--- src/nfc_pkg.sv ---
package nfc_pkg;
    localparam logic [7:0] CMD_READ_SETUP = 8'h00;
    localparam logic [7:0] CMD_READ_CONFIRM = 8'h30;
    localparam logic [7:0] CMD_COL_SETUP = 8'h05;
    localparam logic [7:0] CMD_COL_CONFIRM = 8'he0;
    localparam int CLK_MHZ = 20;
    localparam int PAGE_BYTES_X8 = 2112;
    localparam int PAGE_WORDS_X16 = 1056;
    localparam int READ_ITEMS = 7;
    localparam int JUMP_ITEMS = 4;
    localparam int COL_W = 12;
    localparam int ROW_W = 18;
    localparam int CNT_W = 12;
    localparam int SYNC_CYC = 3;
    localparam int WE_LOW_NS = 50;
    localparam int WE_HIGH_NS = 50;
    localparam int RE_HIGH_NS = 50;
    localparam int EDO_RE_LOW_NS = 200;
    localparam int READ_ACCESS_DELAY_NS = 100;
    localparam int BUSY_WAIT_NS = 500;
    localparam int WE_LOW_CYC = (WE_LOW_NS * CLK_MHZ + 999) / 1000;
    localparam int WE_HIGH_CYC = (WE_HIGH_NS * CLK_MHZ + 999) / 1000;
    localparam int RE_HIGH_CYC = (RE_HIGH_NS * CLK_MHZ + 999) / 1000;
    localparam int EDO_RE_LOW_CYC = (EDO_RE_LOW_NS * CLK_MHZ + 999) / 1000;
    localparam int RE_LOW_CYC = (READ_ACCESS_DELAY_NS * CLK_MHZ + 999) / 1000 + SYNC_CYC + 1;
    localparam int BUSY_WAIT_CYC = (BUSY_WAIT_NS * CLK_MHZ) / 1000;
    localparam int TMR_W = 8;
    typedef enum {
        NFC_IDLE,
        NFC_WE_LOW,
        NFC_WE_HIGH,
        NFC_WAIT_BUSY,
        NFC_WAIT_READY,
        NFC_RE_LOW,
        NFC_RE_HIGH,
        NFC_EDO_TAIL
    } nfc_state_e;
endpackage

--- src/nfc_stream_if.sv ---
`timescale 1ns/1ns
`default_nettype none
interface nfc_stream_if #(parameter int W = 16);
    logic valid;
    logic ready;
    logic [W-1:0] data;
    modport src (output valid, output data, input ready);
    modport snk (input valid, input data, output ready);
endinterface
`default_nettype wire

--- src/nfc_fifo.sv ---
`timescale 1ns/1ns
`default_nettype none
module nfc_fifo
    import nfc_pkg::*;
#(
    parameter int W = 16,
    parameter int DEPTH = 4
) (
    input wire logic clk,
    input wire logic rst_n,
    nfc_stream_if.snk in_if,
    output logic out_valid,
    output logic [W-1:0] out_data,
    input wire logic out_ready
);
    localparam int AW = $clog2(DEPTH);
    logic [W-1:0] mem [DEPTH];
    logic [AW-1:0] wr_ptr_reg;
    logic [AW-1:0] rd_ptr_reg;
    logic [AW:0] cnt_reg;
    wire full = (cnt_reg == (AW+1)'(DEPTH));
    wire empty = (cnt_reg == '0);
    wire push = in_if.valid && !full;
    wire pop = !empty && (!out_valid || out_ready);
    assign in_if.ready = !full;

    always_ff @(posedge clk) begin
        if (push) begin
            mem[wr_ptr_reg] <= in_if.data;
        end
    end

    always_ff @(posedge clk) begin
        if (!rst_n) begin
            wr_ptr_reg <= '0;
            rd_ptr_reg <= '0;
            cnt_reg <= '0;
            out_valid <= 1'b0;
            out_data <= '0;
        end else begin
            if (push) begin
                wr_ptr_reg <= (wr_ptr_reg == AW'(DEPTH - 1)) ? '0 : wr_ptr_reg + 1'b1;
            end
            if (pop) begin
                rd_ptr_reg <= (rd_ptr_reg == AW'(DEPTH - 1)) ? '0 : rd_ptr_reg + 1'b1;
                out_data <= mem[rd_ptr_reg];
                out_valid <= 1'b1;
            end else if (out_ready) begin
                out_valid <= 1'b0;
            end
            cnt_reg <= cnt_reg + (AW+1)'(push) - (AW+1)'(pop);
        end
    end

    chk_fifo_no_overflow: assert property (@(posedge clk) disable iff (!rst_n)
        full |-> !push) else $error("fifo accepted a word while full");
endmodule // nfc_fifo
`default_nettype wire

--- src/nfc_host.sv ---
// Contract
// - command, address, data share one io bus
// - write strobe rising edge latches bus value
// - command latch high marks command byte
// - address latch high marks address cycle
// - keep write protect low through power-up
// - five address cycles, two column three row
// - x8 plane select is A18
// - x16 column A0-A10, upper byte low
// - 00h, address, 30h starts page read
// - read data only after ready returns
// - fast cycles latch on next falling edge
// - 05h, column, E0h jumps within page
`timescale 1ns/1ns
`default_nettype none
module nfc_host
    import nfc_pkg::*;
#(
    parameter int BUS_W = 8,
    parameter int FIFO_DEPTH = 4,
    parameter int BUSY_WAIT = BUSY_WAIT_CYC
) (
    input wire logic clk,
    input wire logic rst_n,
    input wire logic start_read,
    input wire logic start_jump,
    input wire logic [ROW_W-1:0] row_addr,
    input wire logic [COL_W-1:0] col_addr,
    input wire logic [CNT_W-1:0] word_count,
    input wire logic edo_en,
    input wire logic ce_release_en,
    input wire logic wp_release,
    output logic busy,
    output logic timeout_err,
    output logic out_valid,
    output logic [BUS_W-1:0] out_data,
    input wire logic out_ready,
    output logic ce_n,
    output logic cle,
    output logic ale,
    output logic we_n,
    output logic read_strobe_n,
    output logic wp_n,
    output logic [BUS_W-1:0] io_out,
    output logic io_oe,
    input wire logic [BUS_W-1:0] io_in,
    input wire logic rb_n
);
    localparam logic [CNT_W-1:0] PAGE_LIMIT =
        CNT_W'((BUS_W == 16) ? PAGE_WORDS_X16 : PAGE_BYTES_X8);
    localparam logic [COL_W-1:0] COL_MASK = (BUS_W == 16) ? 12'h7ff : 12'hfff;

    ////////////////////////////////////////////////////////////////////////////
    // pin synchronisers: a level counts once stages two and three agree
    logic [2:0] rb_sync_reg;
    logic rb_lvl_reg;
    logic [BUS_W-1:0] io_s1_reg;
    logic [BUS_W-1:0] io_s2_reg;
    logic [BUS_W-1:0] io_s3_reg;
    logic [BUS_W-1:0] io_lvl_reg;

    always_ff @(posedge clk) begin
        if (!rst_n) begin
            rb_sync_reg <= 3'h0;
            rb_lvl_reg <= 1'b0;
            io_s1_reg <= '0;
            io_s2_reg <= '0;
            io_s3_reg <= '0;
            io_lvl_reg <= '0;
        end else begin
            rb_sync_reg <= {rb_sync_reg[1:0], rb_n};
            io_s1_reg <= io_in;
            io_s2_reg <= io_s1_reg;
            io_s3_reg <= io_s2_reg;
            if (rb_sync_reg[1] == rb_sync_reg[2]) begin
                rb_lvl_reg <= rb_sync_reg[2];
            end
            if (io_s2_reg == io_s3_reg) begin
                io_lvl_reg <= io_s3_reg;
            end
        end
    end

    ////////////////////////////////////////////////////////////////////////////
    // sequence state
    nfc_state_e state_reg, state_next;
    logic jump_reg;
    logic [2:0] item_reg;
    logic [TMR_W-1:0] tmr_reg;
    logic [31:0] wait_reg;
    logic [CNT_W-1:0] left_reg;
    logic [COL_W-1:0] col_reg;
    logic [ROW_W-1:0] row_reg;
    logic edo_reg;
    logic edo_pend_reg;
    logic wp_done_reg;

    nfc_stream_if #(.W(BUS_W)) push_if ();

    // item table: command and address cycles for both sequences
    wire [2:0] last_item = jump_reg ? 3'(JUMP_ITEMS - 1) : 3'(READ_ITEMS - 1);
    wire item_is_cmd = (item_reg == 3'h0) || (item_reg == last_item);
    wire [COL_W-1:0] col_eff = col_reg & COL_MASK;
    wire [7:0] col_hi = {4'h0, col_eff[COL_W-1:8]};
    wire [7:0] row_top = {6'h0, row_reg[ROW_W-1:16]};
    wire [7:0] cmd_byte = (item_reg == 3'h0) ?
        (jump_reg ? CMD_COL_SETUP : CMD_READ_SETUP) :
        (jump_reg ? CMD_COL_CONFIRM : CMD_READ_CONFIRM);
    // row byte 0 carries the plane bit (A18 on x8, A17 on x16) at bit 6
    wire [7:0] addr_byte = (item_reg == 3'h1) ? col_eff[7:0] :
                           (item_reg == 3'h2) ? col_hi :
                           (item_reg == 3'h3) ? row_reg[7:0] :
                           (item_reg == 3'h4) ? row_reg[15:8] :
                           row_top;
    wire [7:0] item_byte = item_is_cmd ? cmd_byte : addr_byte;
    wire [BUS_W-1:0] item_bus = BUS_W'(item_byte);
    wire [TMR_W-1:0] re_low_len = edo_reg ? TMR_W'(EDO_RE_LOW_CYC) : TMR_W'(RE_LOW_CYC);
    wire tmr_done_we_low = (tmr_reg == TMR_W'(WE_LOW_CYC - 1));
    wire tmr_done_we_high = (tmr_reg == TMR_W'(WE_HIGH_CYC - 1));
    wire tmr_done_re_low = (tmr_reg == re_low_len - 1'b1);
    wire tmr_done_re_high = (tmr_reg == TMR_W'(RE_HIGH_CYC - 1));
    wire start_any = start_read || start_jump;
    wire can_pull = push_if.ready;
    // normal mode samples at end of low phase, extended data out at next fall
    wire capture_norm = (state_reg == NFC_RE_LOW) && tmr_done_re_low && !edo_reg;
    wire capture_edo = edo_pend_reg && push_if.ready &&
        (((state_reg == NFC_RE_LOW) && (tmr_reg == '0)) || (state_reg == NFC_EDO_TAIL));
    wire capture = capture_norm || capture_edo;
    wire page_clip = (word_count > PAGE_LIMIT);
    wire [CNT_W-1:0] count_eff = page_clip ? PAGE_LIMIT : word_count;

    always_comb begin
        state_next = state_reg;
        unique case (state_reg)
            NFC_IDLE: begin
                if (start_any && wp_done_reg) begin
                    state_next = NFC_WE_LOW;
                end
            end
            NFC_WE_LOW: begin
                if (tmr_done_we_low) begin
                    state_next = NFC_WE_HIGH;
                end
            end
            NFC_WE_HIGH: begin
                if (tmr_done_we_high) begin
                    if (item_reg != last_item) begin
                        state_next = NFC_WE_LOW;
                    end else if (jump_reg) begin
                        state_next = (left_reg == '0) ? NFC_IDLE : NFC_RE_HIGH;
                    end else begin
                        state_next = NFC_WAIT_BUSY;
                    end
                end
            end
            NFC_WAIT_BUSY: begin
                if (!rb_lvl_reg || (wait_reg >= 32'(BUSY_WAIT))) begin
                    state_next = NFC_WAIT_READY;
                end
            end
            NFC_WAIT_READY: begin
                if (rb_lvl_reg) begin
                    state_next = (left_reg == '0) ? NFC_IDLE : NFC_RE_HIGH;
                end
            end
            NFC_RE_HIGH: begin
                if (tmr_done_re_high && can_pull) begin
                    state_next = NFC_RE_LOW;
                end
            end
            NFC_RE_LOW: begin
                if (tmr_done_re_low) begin
                    if (left_reg != CNT_W'(1)) begin
                        state_next = NFC_RE_HIGH;
                    end else begin
                        state_next = edo_reg ? NFC_EDO_TAIL : NFC_IDLE;
                    end
                end
            end
            NFC_EDO_TAIL: begin
                if (capture_edo) begin
                    state_next = NFC_IDLE;
                end
            end
        endcase
    end

    ////////////////////////////////////////////////////////////////////////////
    // sequencer registers
    always_ff @(posedge clk) begin
        if (!rst_n) begin
            state_reg <= NFC_IDLE;
            jump_reg <= 1'b0;
            item_reg <= 3'h0;
            tmr_reg <= '0;
            wait_reg <= '0;
            left_reg <= '0;
            col_reg <= '0;
            row_reg <= '0;
            edo_reg <= 1'b0;
            edo_pend_reg <= 1'b0;
            timeout_err <= 1'b0;
        end else begin
            state_reg <= state_next;
            tmr_reg <= (state_next != state_reg) ? '0 : tmr_reg + 1'b1;
            wait_reg <= (state_reg == NFC_WAIT_BUSY) ? wait_reg + 32'h1 : 32'h0;
            if (state_reg == NFC_IDLE && state_next == NFC_WE_LOW) begin
                jump_reg <= !start_read;
                item_reg <= 3'h0;
                col_reg <= col_addr;
                row_reg <= start_read ? row_addr : row_reg;
                left_reg <= count_eff;
                edo_reg <= edo_en;
                edo_pend_reg <= 1'b0;
                timeout_err <= 1'b0;
            end
            if (state_reg == NFC_WE_HIGH && tmr_done_we_high) begin
                item_reg <= item_reg + 3'h1;
            end
            if (state_reg == NFC_WAIT_BUSY && rb_lvl_reg &&
                wait_reg >= 32'(BUSY_WAIT)) begin
                timeout_err <= 1'b1;
            end
            if (state_reg == NFC_RE_LOW && tmr_done_re_low) begin
                left_reg <= left_reg - 1'b1;
                if (edo_reg) begin
                    edo_pend_reg <= 1'b1;
                end
            end else if (capture_edo) begin
                edo_pend_reg <= 1'b0;
            end
        end
    end

    ////////////////////////////////////////////////////////////////////////////
    // pin drivers, all from flip-flops
    wire drive_we = (state_next == NFC_WE_LOW) || (state_next == NFC_WE_HIGH);
    wire item_adv = (state_reg == NFC_WE_HIGH) && tmr_done_we_high;
    wire [2:0] item_next = (state_reg == NFC_IDLE) ? 3'h0 : (item_adv ? item_reg + 3'h1 : item_reg);
    wire jump_n = (state_reg == NFC_IDLE) ? !start_read : jump_reg;
    wire [2:0] last_item_n = jump_n ? 3'(JUMP_ITEMS - 1) : 3'(READ_ITEMS - 1);
    wire next_is_cmd = (item_next == 3'h0) || (item_next == last_item_n);
    wire in_wait = (state_next == NFC_WAIT_BUSY) || (state_next == NFC_WAIT_READY);
    wire ce_active = (state_next != NFC_IDLE) && !(in_wait && ce_release_en);

    // next-cycle bus value, derived from the upcoming item
    wire [7:0] item_byte_n;
    assign item_byte_n = (item_next == item_reg && jump_n == jump_reg) ? item_byte :
                         (item_next == 3'h0) ? (jump_n ? CMD_COL_SETUP : CMD_READ_SETUP) :
                         (item_next == last_item_n) ?
                             (jump_n ? CMD_COL_CONFIRM : CMD_READ_CONFIRM) :
                         (item_next == 3'h1) ? col_eff[7:0] :
                         (item_next == 3'h2) ? col_hi :
                         (item_next == 3'h3) ? row_reg[7:0] :
                         (item_next == 3'h4) ? row_reg[15:8] : row_top;
    wire [BUS_W-1:0] item_bus_n = BUS_W'(item_byte_n);

    always_ff @(posedge clk) begin
        if (!rst_n) begin
            ce_n <= 1'b1;
            cle <= 1'b0;
            ale <= 1'b0;
            we_n <= 1'b1;
            read_strobe_n <= 1'b1;
            io_out <= '0;
            io_oe <= 1'b0;
            busy <= 1'b0;
            wp_n <= 1'b0;
            wp_done_reg <= 1'b0;
        end else begin
            ce_n <= !ce_active;
            cle <= drive_we && next_is_cmd;
            ale <= drive_we && !next_is_cmd;
            we_n <= !(state_next == NFC_WE_LOW);
            read_strobe_n <= !(state_next == NFC_RE_LOW);
            io_oe <= drive_we;
            io_out <= drive_we ? item_bus_n : '0;
            busy <= (state_next != NFC_IDLE);
            if (wp_release) begin
                wp_done_reg <= 1'b1;
            end
            wp_n <= wp_done_reg;
        end
    end

    ////////////////////////////////////////////////////////////////////////////
    // read data into the buffer
    assign push_if.valid = capture;
    assign push_if.data = io_lvl_reg;

    nfc_fifo #(.W(BUS_W), .DEPTH(FIFO_DEPTH)) u_fifo (
        .clk(clk),
        .rst_n(rst_n),
        .in_if(push_if),
        .out_valid(out_valid),
        .out_data(out_data),
        .out_ready(out_ready)
    );

    ////////////////////////////////////////////////////////////////////////////
    // checks
    chk_strobe_drive_cmd: assert property (@(posedge clk) disable iff (!rst_n)
        !we_n |-> io_oe && (cle ^ ale)) else $error("write strobe low without driven item");
    chk_cmd_byte_value: assert property (@(posedge clk) disable iff (!rst_n)
        (!we_n && cle && $fell(we_n)) |-> (io_out[7:0] == CMD_READ_SETUP ||
        io_out[7:0] == CMD_READ_CONFIRM || io_out[7:0] == CMD_COL_SETUP ||
        io_out[7:0] == CMD_COL_CONFIRM)) else $error("illegal command byte");
    chk_addr_upper_low: assert property (@(posedge clk) disable iff (!rst_n)
        ale |-> (io_out >> 8) == '0) else $error("address upper bits not low");
    chk_strobes_selected: assert property (@(posedge clk) disable iff (!rst_n)
        (!we_n || !read_strobe_n) |-> !ce_n) else $error("strobe while deselected");
    chk_read_no_drive: assert property (@(posedge clk) disable iff (!rst_n)
        !read_strobe_n |-> !io_oe && we_n) else $error("bus driven during read strobe");
    chk_read_after_ready: assert property (@(posedge clk) disable iff (!rst_n)
        (state_reg == NFC_WAIT_READY && state_next == NFC_RE_HIGH) |-> rb_lvl_reg)
        else $error("read begun before ready");
    chk_wp_held_low: assert property (@(posedge clk) disable iff (!rst_n)
        !wp_done_reg |=> !wp_n) else $error("write protect released early");
    chk_busy_wait_bound: assert property (@(posedge clk) disable iff (!rst_n)
        (state_reg == NFC_WAIT_BUSY) |-> (wait_reg <= 32'(BUSY_WAIT)))
        else $error("busy wait overrun");
    chk_edo_capture: assert property (@(posedge clk) disable iff (!rst_n)
        (capture && edo_reg) |-> (state_reg != NFC_RE_HIGH) && edo_pend_reg)
        else $error("extended data out capture off edge");
endmodule // nfc_host
`default_nettype wire

--- config.mk ---
export PLATFORM = sky130hd
export DESIGN_NAME = nfc_host
export DESIGN_NICKNAME = d
export VERILOG_FILES = /design/src/nfc_pkg.sv /design/src/nfc_stream_if.sv /design/src/nfc_fifo.sv /design/src/nfc_host.sv
export SDC_FILE = /design/constraint.sdc
export NUM_CORES = 1
export LEC_CHECK = 0
export BUFFER_PORTS_ARGS = -buffer_cell sky130_fd_sc_hd__buf_2
export CORE_ASPECT_RATIO = 1.25
export CORE_MARGIN = 2
export CORE_UTILIZATION = 50
export CTS_CLUSTER_DIAMETER = 30
export DETAILED_ROUTE_END_ITERATION = 10
export HOLD_SLACK_MARGIN = 0.15
export MAX_ROUTING_LAYER = met4
export PLACE_DENSITY_LB_ADDON = 0.12
export SLEW_MARGIN = 20
export SYNTH_ARGS = -nofsm -noshare
export SYNTH_HDL_FRONTEND = slang
export SYNTH_HIERARCHICAL = 1
export SYNTH_SLANG_ARGS = --single-unit
--- constraint.sdc ---
create_clock -name clk -period 4.9 [get_ports clk]
set_input_delay 0.98 -clock clk [delete_from_list [all_inputs] [get_ports clk]]
set_output_delay 0.98 -clock clk [all_outputs]
set_load 0.02 [all_outputs]
==> metrics.md <==
| Metric | Value |
|---|---|
| Io pins | 85 |
| Yosys Warn Count | 6 |
| Setup TNS | 0 ns |
| Drt drc | 0 |
| Final Hold Slack | between 0.4 and 0.5 ns |
| Main flop type after synthesis | dfxtp_1 |
| Post-cts sizing count | 0 |
| Slew @ Worst Pin | 1.02 ns |
| Area Growth Syn to Fin | 18.9% |
| Mean Syn Cell Area | about 9.2 µm² |
| Reg2Reg Depth | 11 |
| Min-delay worst type | reg2reg |
| CP Depth | 11 |
| Die area | 0.0210 mm² |
| Layout cells sized above 1 | 0.167 |
| Mapped Area | 0.00991 mm² |
| Peak VDD IR | about 0.00026 V |
| Worst path most repeated cell | and3_1 |
| Row count | 57 |
| FF+latch area | approximately 0.0048 mm² |
| Htree depth | 2 |
| Power, Total | ~6.5 mW |
| Synth area leaders | dfxtp_1, edfxtp_1, nand2_1 |
| Final GP Congestion | between 0.9 and 1 |
| Via density | ~5.5 |
| Most heavily used metal layer in global routing | met2 |
| GR Util met3 | 0.0381 |
| CP Launch Type | register |
| Worst clock skew | roughly 0.016 ns |
| Max-Cap Viols | 0 |
| DRT antenna net count | 0 |
| Worst-path fanout max | 21 |
| Die H | 161 µm |
| Cell with the most instances after synthesis | dfxtp_1 |
| TritonCTS clock tree | yes |
| GRT overflow | 0 |
| Final Cell Area | 0.0118 mm² |
| Post-Syn Instances | between 1000 and 1500 |
| Largest net degree at the start of global routing | 48 |
| Worst path cell trace | nor4b_2 > and3_1 > nand3_2 > inv_2 > ha_1 > o41ai_1 > nor2_1 > a32oi_1 > and3_1 > or3_1 > a21oi_1 |
| Largest area contributor in the netlist | dfxtp_1 |
| Yosys reg bits | 222 |
| RSZ-0062 raised after global routing | false |
| Kind of critical path | reg2reg |
| DRT Wirelength | ~22000 µm |
| Total track usage | 0.222 |
| Worst EP arrival | roughly 4.4 ns |
| Clock Latency Late Sink | roughly 0.51 ns |
| Peak Freq | ~0.25 GHz |
| Status | completed |
| Area post-placement | ~0.011 mm² |
| Footprint of the multi-input gates | ~0.0048 mm² |
| PD cells | about 550 mW/mm² |
| Slew Viols, Final | 0 |
| Chip width | approximately 130 µm |
| FFs w/ async S/R, synth | 0 |
| Fin. Hold Viols | 0 |
| Met2 Use GR | 0.361 |
| Place WS | ~0.97 ns |
| DRT iter0 DRCs | ~500 |
| Yosys top cell area share | 0.384 |
| Final setup viols | 0 |
| Fin crit period | slightly below 4 ns |
| Crit end category | register |
| Number of synthesized flops with an enable pin | 32 |
| Core box area | between 0.015 and 0.02 mm² |
| Max stage delay cell, worst path | dfxtp_1 |
| Clk slew on worst S/H paths | roughly 0.060 ns |
| Post-synthesis sequential area ratio | 0.481 |
| Fillers | 1713 |
| Static leakage | between 4 and 5 nW |
| Nets | roughly 1200 |
| Relative slew slack | 0.313 |
| DR WL/cell | 15.2 µm |
| Met1 Usage GRT | 0.282 |
| DR vias | 7932 |
| Hold_buf cts | 0 |
| First-pass GRT wire length | 36900 µm |
| Mapped Nets | 1155 |
| CTS Buf Count | 37 |
| Max Root-Sink Buffers | 3 |
| Antenna violations before repair | 0 |
| Fin util | 0.605 |
| Clk sinks | 222 |
| Final worst setup slack | ~0.9 ns |
| Cell family with most CP delay | simple AND/OR/NAND/NOR gates |
| Root buffer cell | clkbuf_16 |
| DP Cell Count | roughly 1400 |
| Antenna Cells | 0 |
| Worst hold path cell count | 1 |
| CP peak stage delay | around 0.74 ns |
| Post-route insts no fill | around 1400 |
| Setup repair bufs after CTS | 0 |
| Period utilization | 0.811 |
| Number of global-route vias before repair | approximately 7600 |
| Drt first pass iters | 5 |
| WP buf/inv | 1 |
| PortBufs | 84 |
| Initial core utilization | 0.509 |
| Final HPWL DP | about 16000 µm |
| CP Data Required Time | 5.34 ns |
| Post-synthesis cell type count | 81 |
| Most frequent cells after synthesis | dfxtp_1, nand2_1, nor2_1 |
worst paths after layout:
check,start,endpoint,slack (ns)
min reg2reg,io_s1_reg[2]$_SDFF_PN0_,io_s2_reg[2]$_SDFF_PN0_,0.43
max,state_reg[1]$_SDFF_PN0_,io_out[3]$_SDFF_PN0_,0.93
max reg2reg,state_reg[1]$_SDFF_PN0_,io_out[3]$_SDFF_PN0_,0.93
min,io_s1_reg[2]$_SDFF_PN0_,io_s2_reg[2]$_SDFF_PN0_,0.43
cells by family (layout without fill, tap and decap cells):
group,Yosys count,after routing,share of synthesized area
AOI/OAI and AO/OA,202,202,0.130
xor gates and xnor gates,46,46,0.0407
adders and majority gates,21,21,0.0273
buffers and inverters,81,187,0.0338
DFF,222,222,0.481
muxes,20,20,0.0304
and+or+nand+nor,483,483,0.257
power breakdown:
group          switching [mW]  internal, mW
clock network           0.929          1.69
logic                   0.962         0.606
registers               0.230          2.05
cells in the final DEF, fill, tap and decap left out, types with 29 or more instances in the layout:
| master | Yosys | routed |
|---|---|---|
| nand2_1 | 134 | 133 |
| inv_1 | 30 | 29 |
| edfxtp_1 | 32 | 32 |
| nand3_1 | 52 | 52 |
| xor2_1 | 29 | 29 |
| dfxtp_1 | 190 | 190 |
| a21oi_1 | 83 | 83 |
| o21ai_0 | 32 | 32 |
| and2_1 | 74 | 74 |
| buf_2 | 7 | 84 |
| clkbuf_16 | 0 | 37 |
| nor2_1 | 90 | 90 |
worst reg2reg max path: cells and delay by family (launching register included):
family / cells / cell delay, ns
AND/OR/NAND/NOR: 6 / 2.11
flip-flops: 1 / 0.74
AO/OA/AOI/OAI: 3 / 0.50
adder cells (fa/ha/maj): 1 / 0.32
buffers and inverters: 1 / 0.22
cell type report:
type / count / area share
Clock inverter: 25 / 0.0288
Sequential cell: 222 / 0.404
Tap cell: 265 / 0.0281
Multi-Input combinational cell: 772 / 0.409
Inverter: 32 / 0.0102
Clock buffer: 39 / 0.0792
Timing Repair Buffer: 91 / 0.0401
metal layers:
layer / vias up / part of all wire
li1: 3974 / -
met1: 3682 / 0.45
met2: 233 / 0.48
met3: 43 / 0.049
met4: 0 / 0.023
met5: - / 0
Note: power is estimated with default switching activity, not from simulation.
